$ cat src/pkg/ftdmim_params.svh
// Constants of the flexible TDM input byte mapper.
// Included by its bare name; holds definitions only.
`ifndef FTDMIM_PARAMS_SVH
`define FTDMIM_PARAMS_SVH

// Register indices; byte address is four times the index
`define FTDMIM_MAP_BASE_IDX    16'hf300
`define FTDMIM_CTRL_IDX        16'hf340
`define FTDMIM_STAT_IDX        16'hf341

// Slot map entry field positions
`define FTDMIM_F_ENABLE        7
`define FTDMIM_F_REVERSE       6
`define FTDMIM_F_PIN_SEL       5
`define FTDMIM_F_CHAN_HI       4
`define FTDMIM_F_CHAN_LO       2
`define FTDMIM_F_BYTE_HI       1
`define FTDMIM_F_BYTE_LO       0

// Control and status bits
`define FTDMIM_CTRL_RX_EN      0
`define FTDMIM_STAT_OVERRUN    0
`define FTDMIM_STAT_BUSY       1

// Reset values
`define FTDMIM_MAP_RESET       8'h00
`define FTDMIM_CTRL_RESET      1'b0

// Frame geometry: 8 channels of 32 bits on each pin
`define FTDMIM_BYTES_PER_FRAME 32
`define FTDMIM_LAST_BYTE       5'h1f

`endif

$ cat src/pkg/ftdmim_pkg.sv
// Types shared by the flexible TDM input byte mapper.
// Assumes nothing of its surroundings.
package ftdmim_pkg;
   typedef logic [7:0]  ftdmim_entry_t;
   typedef logic [31:0] ftdmim_word_t;
   typedef logic [3:0]  ftdmim_chan_t;
endpackage

$ cat src/verilog/ftdmim_top.sv
// Flexible TDM input byte mapper with its output FIFO.
// Assumes a classic Wishbone master on clk_i and an external TDM source
// whose bit clock is far slower than clk_i.
//
// Design decision made here: the Wishbone slave port.
`timescale 1ns/1ps
`include "ftdmim_params.svh"

// -----------------------------------------------------------------------
// Output FIFO
// -----------------------------------------------------------------------
module ftdmim_fifo #(
   parameter int WIDTH = 36,
   parameter int DEPTH = 8
) (
   // Clock and reset
   input  wire logic             clk_i,
   input  wire logic             rst_i,
   // Fill side
   input  wire logic             in_valid_i,
   output logic                  in_ready_o,
   input  wire logic [WIDTH-1:0] in_data_i,
   // Drain side
   output logic                  out_valid_o,
   input  wire logic             out_ready_i,
   output logic [WIDTH-1:0]      out_data_o
);
   localparam int AW = $clog2(DEPTH);

   logic [WIDTH-1:0] mem_reg [DEPTH];
   logic [AW-1:0]    wr_ptr_reg;
   logic [AW-1:0]    rd_ptr_reg;
   logic [AW:0]      count_reg;
   wire              push;
   wire              pop;

   assign in_ready_o  = (count_reg != (AW+1)'(DEPTH));
   assign out_valid_o = (count_reg != '0);
   assign push        = in_valid_i & in_ready_o;
   assign pop         = out_valid_o & out_ready_i;
   assign out_data_o  = mem_reg[rd_ptr_reg];

   always_ff @(posedge clk_i) begin
      if (push) begin
         mem_reg[wr_ptr_reg] <= in_data_i;
      end
   end

   always_ff @(posedge clk_i) begin
      if (rst_i) begin
         wr_ptr_reg <= '0;
         rd_ptr_reg <= '0;
         count_reg  <= '0;
      end else begin
         if (push) begin
            wr_ptr_reg <= (wr_ptr_reg == AW'(DEPTH-1)) ? '0 : wr_ptr_reg + 1'b1;
         end
         if (pop) begin
            rd_ptr_reg <= (rd_ptr_reg == AW'(DEPTH-1)) ? '0 : rd_ptr_reg + 1'b1;
         end
         count_reg <= count_reg + (AW+1)'(push) - (AW+1)'(pop);
      end
   end
endmodule

module ftdmim_top
   import ftdmim_pkg::*;
#(
   parameter int FIFO_DEPTH = 8
) (
   // Clock and reset
   input  wire logic                 clk_i,
   input  wire logic                 rst_i,
   // Wishbone slave
   input  wire logic                 wb_cyc_i,
   input  wire logic                 wb_stb_i,
   input  wire logic                 wb_we_i,
   input  wire logic [31:0]          wb_adr_i,
   input  wire logic [3:0]           wb_sel_i,
   input  wire logic [31:0]          wb_dat_i,
   output logic [31:0]               wb_dat_o,
   output logic                      wb_ack_o,
   // TDM link
   input  wire logic                 tdm_bclk_i,
   input  wire logic                 tdm_fsync_i,
   input  wire logic                 flex_tdm_input_pin_a_i,
   input  wire logic                 flex_tdm_input_pin_b_i,
   // Channel stream to the processing core
   output logic                      chan_valid_o,
   input  wire logic                 chan_ready_i,
   output ftdmim_pkg::ftdmim_chan_t  chan_index_o,
   output ftdmim_pkg::ftdmim_word_t  chan_data_o
);
   import ftdmim_pkg::*;

   // --------------------------------------------------------------------
   // Register bus
   // --------------------------------------------------------------------
   ftdmim_entry_t flex_input_slot_map_reg [64];
   logic          rx_en_reg;
   logic          overrun_reg;
   logic          ack_reg;
   logic [31:0]   dat_reg;

   wire [15:0] reg_idx   = wb_adr_i[17:2];
   wire        adr_upper = (wb_adr_i[31:18] == 14'h0000);
   wire        access    = wb_cyc_i & wb_stb_i & ~ack_reg;
   // Writes land at the edge where the master samples ack, as classic cycles expect
   wire        wr_access = wb_cyc_i & wb_stb_i & ack_reg & wb_we_i & wb_sel_i[0];
   wire        map_hit   = adr_upper &
                           (reg_idx[15:6] == 10'(`FTDMIM_MAP_BASE_IDX >> 6));
   wire        ctrl_hit  = adr_upper & (reg_idx == `FTDMIM_CTRL_IDX);
   wire        stat_hit  = adr_upper & (reg_idx == `FTDMIM_STAT_IDX);
   wire [5:0]  map_sel   = reg_idx[5:0];
   logic       emit_busy_reg;
   logic       overrun_set;

   // Reserved bits read zero; unmapped indices read zero and are acked
   wire [31:0] rd_data =
      map_hit  ? {24'h000000, flex_input_slot_map_reg[map_sel]} :
      ctrl_hit ? {31'h00000000, rx_en_reg} :
      stat_hit ? {30'h00000000, emit_busy_reg, overrun_reg} : 32'h00000000;

   assign wb_ack_o = ack_reg;
   assign wb_dat_o = dat_reg;

   always_ff @(posedge clk_i) begin
      if (rst_i) begin
         ack_reg <= 1'b0;
         dat_reg <= 32'h00000000;
      end else begin
         ack_reg <= access;
         if (access) begin
            dat_reg <= rd_data;
         end
      end
   end

   always_ff @(posedge clk_i) begin
      if (rst_i) begin
         for (int i = 0; i < 64; i++) begin
            flex_input_slot_map_reg[i] <= `FTDMIM_MAP_RESET;
         end
         rx_en_reg <= `FTDMIM_CTRL_RESET;
      end else if (wr_access) begin
         if (map_hit) begin
            flex_input_slot_map_reg[map_sel] <= wb_dat_i[7:0];
         end
         if (ctrl_hit) begin
            rx_en_reg <= wb_dat_i[`FTDMIM_CTRL_RX_EN];
         end
      end
   end

   // Write one clears; a new overrun in the same cycle wins
   wire overrun_clr = wr_access & stat_hit & wb_dat_i[`FTDMIM_STAT_OVERRUN];

   always_ff @(posedge clk_i) begin
      if (rst_i) begin
         overrun_reg <= 1'b0;
      end else if (overrun_set) begin
         overrun_reg <= 1'b1;
      end else if (overrun_clr) begin
         overrun_reg <= 1'b0;
      end
   end

   // --------------------------------------------------------------------
   // Link synchronisers and edge detection
   // --------------------------------------------------------------------
   // Stage one feeds stage two only; stage three is for edge detection
   logic [3:0] sync1_reg;
   logic [3:0] sync2_reg;
   logic       bclk_prev_reg;

   always_ff @(posedge clk_i) begin
      if (rst_i) begin
         sync1_reg     <= 4'h0;
         sync2_reg     <= 4'h0;
         bclk_prev_reg <= 1'b0;
      end else begin
         sync1_reg     <= {flex_tdm_input_pin_b_i, flex_tdm_input_pin_a_i,
                           tdm_fsync_i, tdm_bclk_i};
         sync2_reg     <= sync1_reg;
         bclk_prev_reg <= sync2_reg[0];
      end
   end

   wire bclk_rise = sync2_reg[0] & ~bclk_prev_reg;
   wire fsync_s   = sync2_reg[1];
   wire pin_a_s   = sync2_reg[2];
   wire pin_b_s   = sync2_reg[3];

   // --------------------------------------------------------------------
   // Bit counting and byte capture
   // --------------------------------------------------------------------
   logic       locked_reg;
   logic       fsync_last_reg;
   logic [7:0] bit_cnt_reg;
   logic [6:0] shift_a_reg;
   logic [6:0] shift_b_reg;

   wire       frame_start = bclk_rise & fsync_s & ~fsync_last_reg;
   wire [7:0] bit_pos     = frame_start ? 8'h00 : bit_cnt_reg + 8'h01;
   wire       bit_take    = bclk_rise & rx_en_reg & (locked_reg | frame_start);
   wire       byte_done   = bit_take & (bit_pos[2:0] == 3'h7);
   wire [4:0] byte_slot   = bit_pos[7:3];
   wire       frame_done  = byte_done & (byte_slot == `FTDMIM_LAST_BYTE);
   wire [7:0] byte_a      = {shift_a_reg, pin_a_s};
   wire [7:0] byte_b      = {shift_b_reg, pin_b_s};

   always_ff @(posedge clk_i) begin
      if (rst_i) begin
         locked_reg     <= 1'b0;
         fsync_last_reg <= 1'b0;
         bit_cnt_reg    <= 8'h00;
         shift_a_reg    <= 7'h00;
         shift_b_reg    <= 7'h00;
      end else begin
         if (bclk_rise) begin
            fsync_last_reg <= fsync_s;
         end
         if (!rx_en_reg) begin
            locked_reg <= 1'b0;
         end else if (frame_start) begin
            locked_reg <= 1'b1;
         end
         if (bit_take) begin
            bit_cnt_reg <= bit_pos;
            shift_a_reg <= byte_a[6:0];
            shift_b_reg <= byte_b[6:0];
         end
      end
   end

   // --------------------------------------------------------------------
   // Channel assembly
   // --------------------------------------------------------------------
   function automatic logic [7:0] ftdmim_reverse(input logic [7:0] b);
      logic [7:0] r;
      r = 8'h00;
      for (int i = 0; i < 8; i++) begin
         r[i] = b[7-i];
      end
      return r;
   endfunction

   ftdmim_word_t asm_reg [16];
   ftdmim_word_t asm_next [16];
   ftdmim_word_t outbuf_reg [16];

   // Entries k and k+32 both watch byte slot k of the frame
   always_comb begin
      ftdmim_entry_t e;
      logic [7:0]    b;
      ftdmim_chan_t  ch;
      logic [1:0]    bp;
      e  = 8'h00;
      b  = 8'h00;
      ch = 4'h0;
      bp = 2'h0;
      for (int c = 0; c < 16; c++) begin
         asm_next[c] = asm_reg[c];
      end
      if (byte_done) begin
         for (int h = 0; h < 2; h++) begin
            e  = flex_input_slot_map_reg[{h[0], byte_slot}];
            b  = e[`FTDMIM_F_PIN_SEL] ? byte_b : byte_a;
            b  = e[`FTDMIM_F_REVERSE] ? ftdmim_reverse(b) : b;
            ch = {e[`FTDMIM_F_PIN_SEL], e[`FTDMIM_F_CHAN_HI:`FTDMIM_F_CHAN_LO]};
            bp = e[`FTDMIM_F_BYTE_HI:`FTDMIM_F_BYTE_LO];
            if (e[`FTDMIM_F_ENABLE]) begin
               asm_next[ch][8*(3-bp) +: 8] = b;
            end
         end
      end
   end

   // Accumulator restarts from zero each frame, so unfilled bytes are zero
   always_ff @(posedge clk_i) begin
      if (rst_i || frame_start || frame_done) begin
         for (int c = 0; c < 16; c++) begin
            asm_reg[c] <= 32'h00000000;
         end
      end else begin
         for (int c = 0; c < 16; c++) begin
            asm_reg[c] <= asm_next[c];
         end
      end
   end

   // --------------------------------------------------------------------
   // Frame emitter into the FIFO
   // --------------------------------------------------------------------
   // One frame is held; a frame finishing while it drains is dropped
   logic [3:0] emit_idx_reg;
   logic       fifo_in_ready;
   wire        emit_push  = emit_busy_reg & fifo_in_ready;
   wire        frame_load = frame_done & ~emit_busy_reg;

   assign overrun_set = frame_done & emit_busy_reg;

   always_ff @(posedge clk_i) begin
      if (frame_load) begin
         for (int c = 0; c < 16; c++) begin
            outbuf_reg[c] <= asm_next[c];
         end
      end
   end

   always_ff @(posedge clk_i) begin
      if (rst_i) begin
         emit_busy_reg <= 1'b0;
         emit_idx_reg  <= 4'h0;
      end else if (frame_load) begin
         emit_busy_reg <= 1'b1;
         emit_idx_reg  <= 4'h0;
      end else if (emit_push) begin
         emit_busy_reg <= (emit_idx_reg != 4'hf);
         emit_idx_reg  <= emit_idx_reg + 4'h1;
      end
   end

   ftdmim_fifo #(
      .WIDTH (36),
      .DEPTH (FIFO_DEPTH)
   ) u_fifo (
      .clk_i       (clk_i),
      .rst_i       (rst_i),
      .in_valid_i  (emit_busy_reg),
      .in_ready_o  (fifo_in_ready),
      .in_data_i   ({emit_idx_reg, outbuf_reg[emit_idx_reg]}),
      .out_valid_o (chan_valid_o),
      .out_ready_i (chan_ready_i),
      .out_data_o  ({chan_index_o, chan_data_o})
   );
endmodule

$ cat config.mk
export PLATFORM = sky130hd
export DESIGN_NAME = ftdmim_top
export DESIGN_NICKNAME = d
export VERILOG_FILES = /design/src/pkg/ftdmim_pkg.sv /design/src/verilog/ftdmim_top.sv
export VERILOG_INCLUDE_DIRS = /design/src /design/src/pkg
export SDC_FILE = /design/constraint.sdc
export NUM_CORES = 2
export LEC_CHECK = 0
export BUFFER_PORTS_ARGS = -buffer_cell sky130_fd_sc_hd__buf_2
export CAP_MARGIN = 20
export CORE_MARGIN = 3
export CORE_UTILIZATION = 40
export DETAILED_ROUTE_END_ITERATION = 8
export GPL_TIMING_DRIVEN = 0
export PLACE_DENSITY = 0.65
export SLEW_MARGIN = 5
export SYNTH_ARGS = -nofsm -noshare
export SYNTH_HDL_FRONTEND = slang
export SYNTH_HIERARCHICAL = 1
export SYNTH_SLANG_ARGS = --single-unit
$ cat constraint.sdc
create_clock -name clk_i -period 50.4 [get_ports clk_i]
set_clock_uncertainty 0.05 [all_clocks]
set_input_delay 5.04 -clock clk_i [delete_from_list [all_inputs] [get_ports clk_i]]
set_output_delay 5.04 -clock clk_i [all_outputs]
set_load 0.05 [all_outputs]
==> summary.log <==
INFO  sta            setup_viol=0
INFO  yosys          synthAdderAreaFrac=0.335%
INFO  yosys          post_synth_instance_area=88,000um^2
INFO  clocking       ctsResizeCount=0
INFO  critical_path  timing.reg2reg.setup_slack=39.64ns
INFO  worst_hold_path origin_of_the_worst_min_delay_path=sync1_reg[3]
INFO  yosys          share_of_the_synthesized_area_in_compound_gates_ao_oa_aoi_oai=13.6%
INFO  routing        finalWirelength=390mm
INFO  outcome        status=finished clean
INFO  yosys          number_of_synthesized_flops_with_an_enable_pin=1,312
INFO  sta            timing.hold.ws=0.381ns
INFO  final_layout   synthToLayoutAreaGrowth=15.3%
INFO  critical_path  critical_path_class=flop to flop
INFO  critical_path  critical-path-slowest-cell=sky130_fd_sc_hd__o221ai_1
INFO  sta            sum_of_negative_setup_slack=0ns
INFO  critical_path  startpoint=bit_cnt_reg[0]
INFO  sta            timing_worst_slew_pin_value=1.33ns
INFO  yosys          gate_count_after_technology_mapping=6,989
INFO  clocking       tritoncts=yes
INFO  sta            max_freq=92.9MHz
INFO  sta            drv_slew=0
INFO  pwr            total_leakage_power=0.0334uW
INFO  clocking       cts.sink_count=1,890
INFO  global_route   number_of_global_route_vias_before_repair=67.1k
INFO  clocking       clock_latency=0.87ns
INFO  yosys          async_flop_share=0%
INFO  yosys          synth.ff_latch_count=1,890
INFO  die            placement_rows=171
INFO  die            core_area=218,000um^2
INFO  die            floorplan.io_pins=148
INFO  placement      globalplace.congestion=1.07
INFO  die            die_w=475um
INFO  global_route   largest_net_degree_at_the_start_of_global_routing=36
INFO  clocking       clk_root_buffer_cell=sky130_fd_sc_hd__clkbuf_16
INFO  critical_path  crit-reg2reg-launch=bit_cnt_reg[0]
INFO  critical_path  timing.rr.end=outbuf_reg[2][0]
INFO  yosys          synth-seq-area-share=57.9%
INFO  placement      placement.io_buffers=83
INFO  placement      dp_hpwl=291mm
INFO  critical_path  critical_path_required=51.10ns
INFO  routing        detail_route.iter0.violations=10.5k
INFO  sta            min_period_over_period=21.4%
INFO  die            initial_core_util=40.4%
INFO  critical_path  critical_path.startpoint_type=flop
INFO  routing        detailedRoute.firstPassIterationCount=6
INFO  worst_hold_path worst_hold_path_type=flop to flop
INFO  critical_path  critical-path-max-stage-delay=1.02ns
INFO  yosys          avg_inst_size_synth=12.6um^2
INFO  routing        vias=70.3k
INFO  routing        wl_per_cell=37.1um
INFO  final_layout   design.final.nets=7,559
INFO  critical_path  setup.worst_path.end=outbuf_reg[2][0]
INFO  critical_path  worst_path_most_repeated_cell=sky130_fd_sc_hd__clkbuf_1
INFO  global_route   overflow=0
INFO  clocking       tritoncts.num_buffers=198
INFO  global_route   grtUsageTotal=33.9%
INFO  yosys          ys_dominant_reg_cell=sky130_fd_sc_hd__edfxtp_1
INFO  critical_path  critPathCaptureType=flop
INFO  yosys          synth_simple_gate_area_share=13.0%
INFO  clocking       cts.path.max_buffers=3
INFO  yosys          synth.yosys.warnings=6
INFO  die            dieArea=226,000um^2
INFO  clocking       cts.htree.levels=4
INFO  pwr            worst_ir_drop_vdd=35.9uV
INFO  critical_path  depth_of_the_most_critical_reg_to_reg_path=23
INFO  critical_path  worst_path_maximum_fanout=10
INFO  critical_path  critical_path.cell_chain=ha_1 -> nand3_1 -> xnor2_2 -> nand2_1 -> clkbuf_2 -> clkbuf_1 -> buf_2 -> buf_1 -> clkbuf_1 -> nand2_1 -> a311oi_1 -> a31oi_1 -> a21o_1 -> o21a_1 -> inv_1 -> ha_1 -> clkbuf_1 -> nand4_1 -> or2_1 -> o221ai_1 -> clkbuf_1 -> o22ai_1 -> a21oi_1
INFO  clocking       clkSlewWorstSetupHoldPaths=0.06ns
INFO  die            floorplan.die.height=475um
INFO  clocking       cts_setup_buffers=0
INFO  yosys          synthXorXnorAreaFrac=0.134%
INFO  final_layout   drive_above_1_share=17.9%
INFO  global_route   grt_antenna_before_repair=29
INFO  routing        postRouteAntennaNets=0
INFO  sta            finalWorstPathRequiredPeriod=10.76ns
INFO  clocking       hold_fix_buffer_count_after_cts=0
INFO  sta            rsz_0062_raised_after_global_routing=no
INFO  global_route   first_pass_grt_wire_length=534mm
INFO  routing        post_drt_via_cell_ratio=6.69
INFO  routing        post_detailed_route_drc_marker_count=0
INFO  critical_path  worstPathArrival=11.46ns
INFO  job            cap_viol_max_count=0
INFO  pwr            pwr_per_cell_area=34.5nW/um^2
INFO  yosys          post_synth_mux_area_share=12.1%
INFO  final_layout   fillerInstances=19.4k
INFO  yosys          dominant_combinational_cell_family_by_area_after_synthesis=compound AO/OA/AOI/OAI gates
INFO  sta            hold_violations=0
INFO  sta            slew_headroom=11.3%
INFO  yosys          ys_types=110
-- per-layer routing --
layer  part of all wire (%)  GRT usage, %  up-vias
met5                  0.018             0        -
met4                    8.5          24.1       10
met3                     11          9.20     1391
met2                     44          51.8     5243
met1                     36          41.6    35255
li1                       -             -    28370
-- final cells by class --
class                           instances  area (um^2)  share of cell area [%]
Inverter                               21         78.8                  0.0776
Buffer                                577         2560                    2.52
Antenna cell                           19         47.5                  0.0468
Tap cell                             2854         3570                    3.52
Sequential cell                      1890        51000                    50.2
Multi-Input combinational cell       4524        34800                    34.3
Clock inverter                        102         1460                    1.44
Timing Repair Buffer                  246         2460                    2.42
Clock buffer                          273         5550                    5.47
-- cell families (layout without fill, tap and decap cells) --
group / Yosys count / in the layout
AND/OR/NAND/NOR: 2255 / 2255
buffers and inverters: 598 / 1219
AO/OA/AOI/OAI: 1688 / 1688
flip-flops: 1890 / 1890
adder cells (fa/ha/maj): 23 / 23
XOR/XNOR: 10 / 10
multiplexers: 524 / 524
other: 1 / 43
-- placed cells by master, fill, tap and decap left out, types with 91 or more instances in the layout --
cell and count:
sky130_fd_sc_hd__edfxtp_1 1312, sky130_fd_sc_hd__nor2_1 640, sky130_fd_sc_hd__dfxtp_1 578, sky130_fd_sc_hd__and2_1 539, sky130_fd_sc_hd__o22ai_1 428, sky130_fd_sc_hd__clkbuf_1 395
sky130_fd_sc_hd__a21oi_1 352, sky130_fd_sc_hd__nand2_1 349, sky130_fd_sc_hd__a211oi_1 349, sky130_fd_sc_hd__mux4_2 333, sky130_fd_sc_hd__nor3_1 215, sky130_fd_sc_hd__buf_2 209
sky130_fd_sc_hd__clkbuf_16 203, sky130_fd_sc_hd__nand3_1 147, sky130_fd_sc_hd__o21ai_0 91
-- per-stage QoR --
stage | instances | setup WS, ns | cell area (um^2) | utilization [%] | power (uW)
6_report | 10506 | 39.64 | 102000 | 46.6 | 3510
5_1_grt | 10489 | 39.74 | 101000 | 46.5 | 3580
4_1_cts | 10467 | 40.25 | 101000 | 46.4 | 3500
3_5_place_dp | 10092 | 39.98 | 94200 | 43.2 | 1960
3_3_place_gp | 9949 | 6.75 | 92100 | 42.3 | 1960
2_1_floorplan | 7012 | 24.01 | 88100 | - | 1860
-- synthesized netlist by cell type (42+ instances only) --
| cell | n | share of area (%) |
|---|---|---|
| sky130_fd_sc_hd__a21oi_1 | 352 | 2.0 |
| sky130_fd_sc_hd__buf_1 | 56 | 0.24 |
| sky130_fd_sc_hd__buf_4 | 44 | 0.38 |
| sky130_fd_sc_hd__clkbuf_1 | 360 | 1.5 |
| sky130_fd_sc_hd__nand2b_1 | 42 | 0.30 |
| sky130_fd_sc_hd__or2_2 | 68 | 0.48 |
| sky130_fd_sc_hd__mux2_2 | 53 | 0.68 |
| sky130_fd_sc_hd__nand3_1 | 147 | 0.84 |
| sky130_fd_sc_hd__mux4_2 | 333 | 8.5 |
| sky130_fd_sc_hd__and2_1 | 539 | 3.8 |
| sky130_fd_sc_hd__nor4_1 | 49 | 0.35 |
| sky130_fd_sc_hd__a211oi_1 | 351 | 3.0 |
| sky130_fd_sc_hd__o221ai_1 | 50 | 0.50 |
| sky130_fd_sc_hd__mux4_1 | 72 | 2.1 |
| sky130_fd_sc_hd__o21ai_0 | 91 | 0.52 |
| sky130_fd_sc_hd__a2111oi_0 | 46 | 0.46 |
| sky130_fd_sc_hd__nand2_1 | 349 | 1.5 |
| sky130_fd_sc_hd__mux2i_1 | 66 | 0.75 |
| sky130_fd_sc_hd__edfxtp_1 | 1312 | 45 |
| sky130_fd_sc_hd__dfxtp_1 | 578 | 13 |
| sky130_fd_sc_hd__and3_1 | 42 | 0.30 |
| sky130_fd_sc_hd__nor2_1 | 644 | 2.7 |
| sky130_fd_sc_hd__o22ai_1 | 428 | 3.0 |
| sky130_fd_sc_hd__buf_2 | 105 | 0.60 |
| sky130_fd_sc_hd__o211ai_1 | 55 | 0.47 |
| sky130_fd_sc_hd__nor3_1 | 227 | 1.3 |
-- worst min-delay path by stage --
stage,to,depth (start not counted),slack [ns]
floorplan,sync2_reg[0],1,0.36
global placement,sync2_reg[0],1,0.38
detailed placement,sync2_reg[3],1,0.38
CTS,sync2_reg[3],1,0.39
global route,sync2_reg[0],1,0.41
finish,sync2_reg[3],1,0.38
-- critical path, delay by kind of cell, from the launching register on --
family / cells / cell delay, ns
AO/OA/AOI/OAI: 7 / 2.86
XOR/XNOR: 1 / 0.42
adder cells (fa/ha/maj): 2 / 0.46
buffers and inverters: 8 / 4.87
flip-flops: 1 / 0.34
AND/OR/NAND/NOR: 5 / 1.56
-- report_power, final --
| part | switching (uW) | total (uW) | internal (uW) |
|---|---|---|---|
| Clock | 664 | 1570 | 906 |
| Combinational | 183 | 264 | 80.2 |
| Sequential | 11.8 | 1670 | 1660 |
No activity file was read; power rests on OpenSTA's default activity.
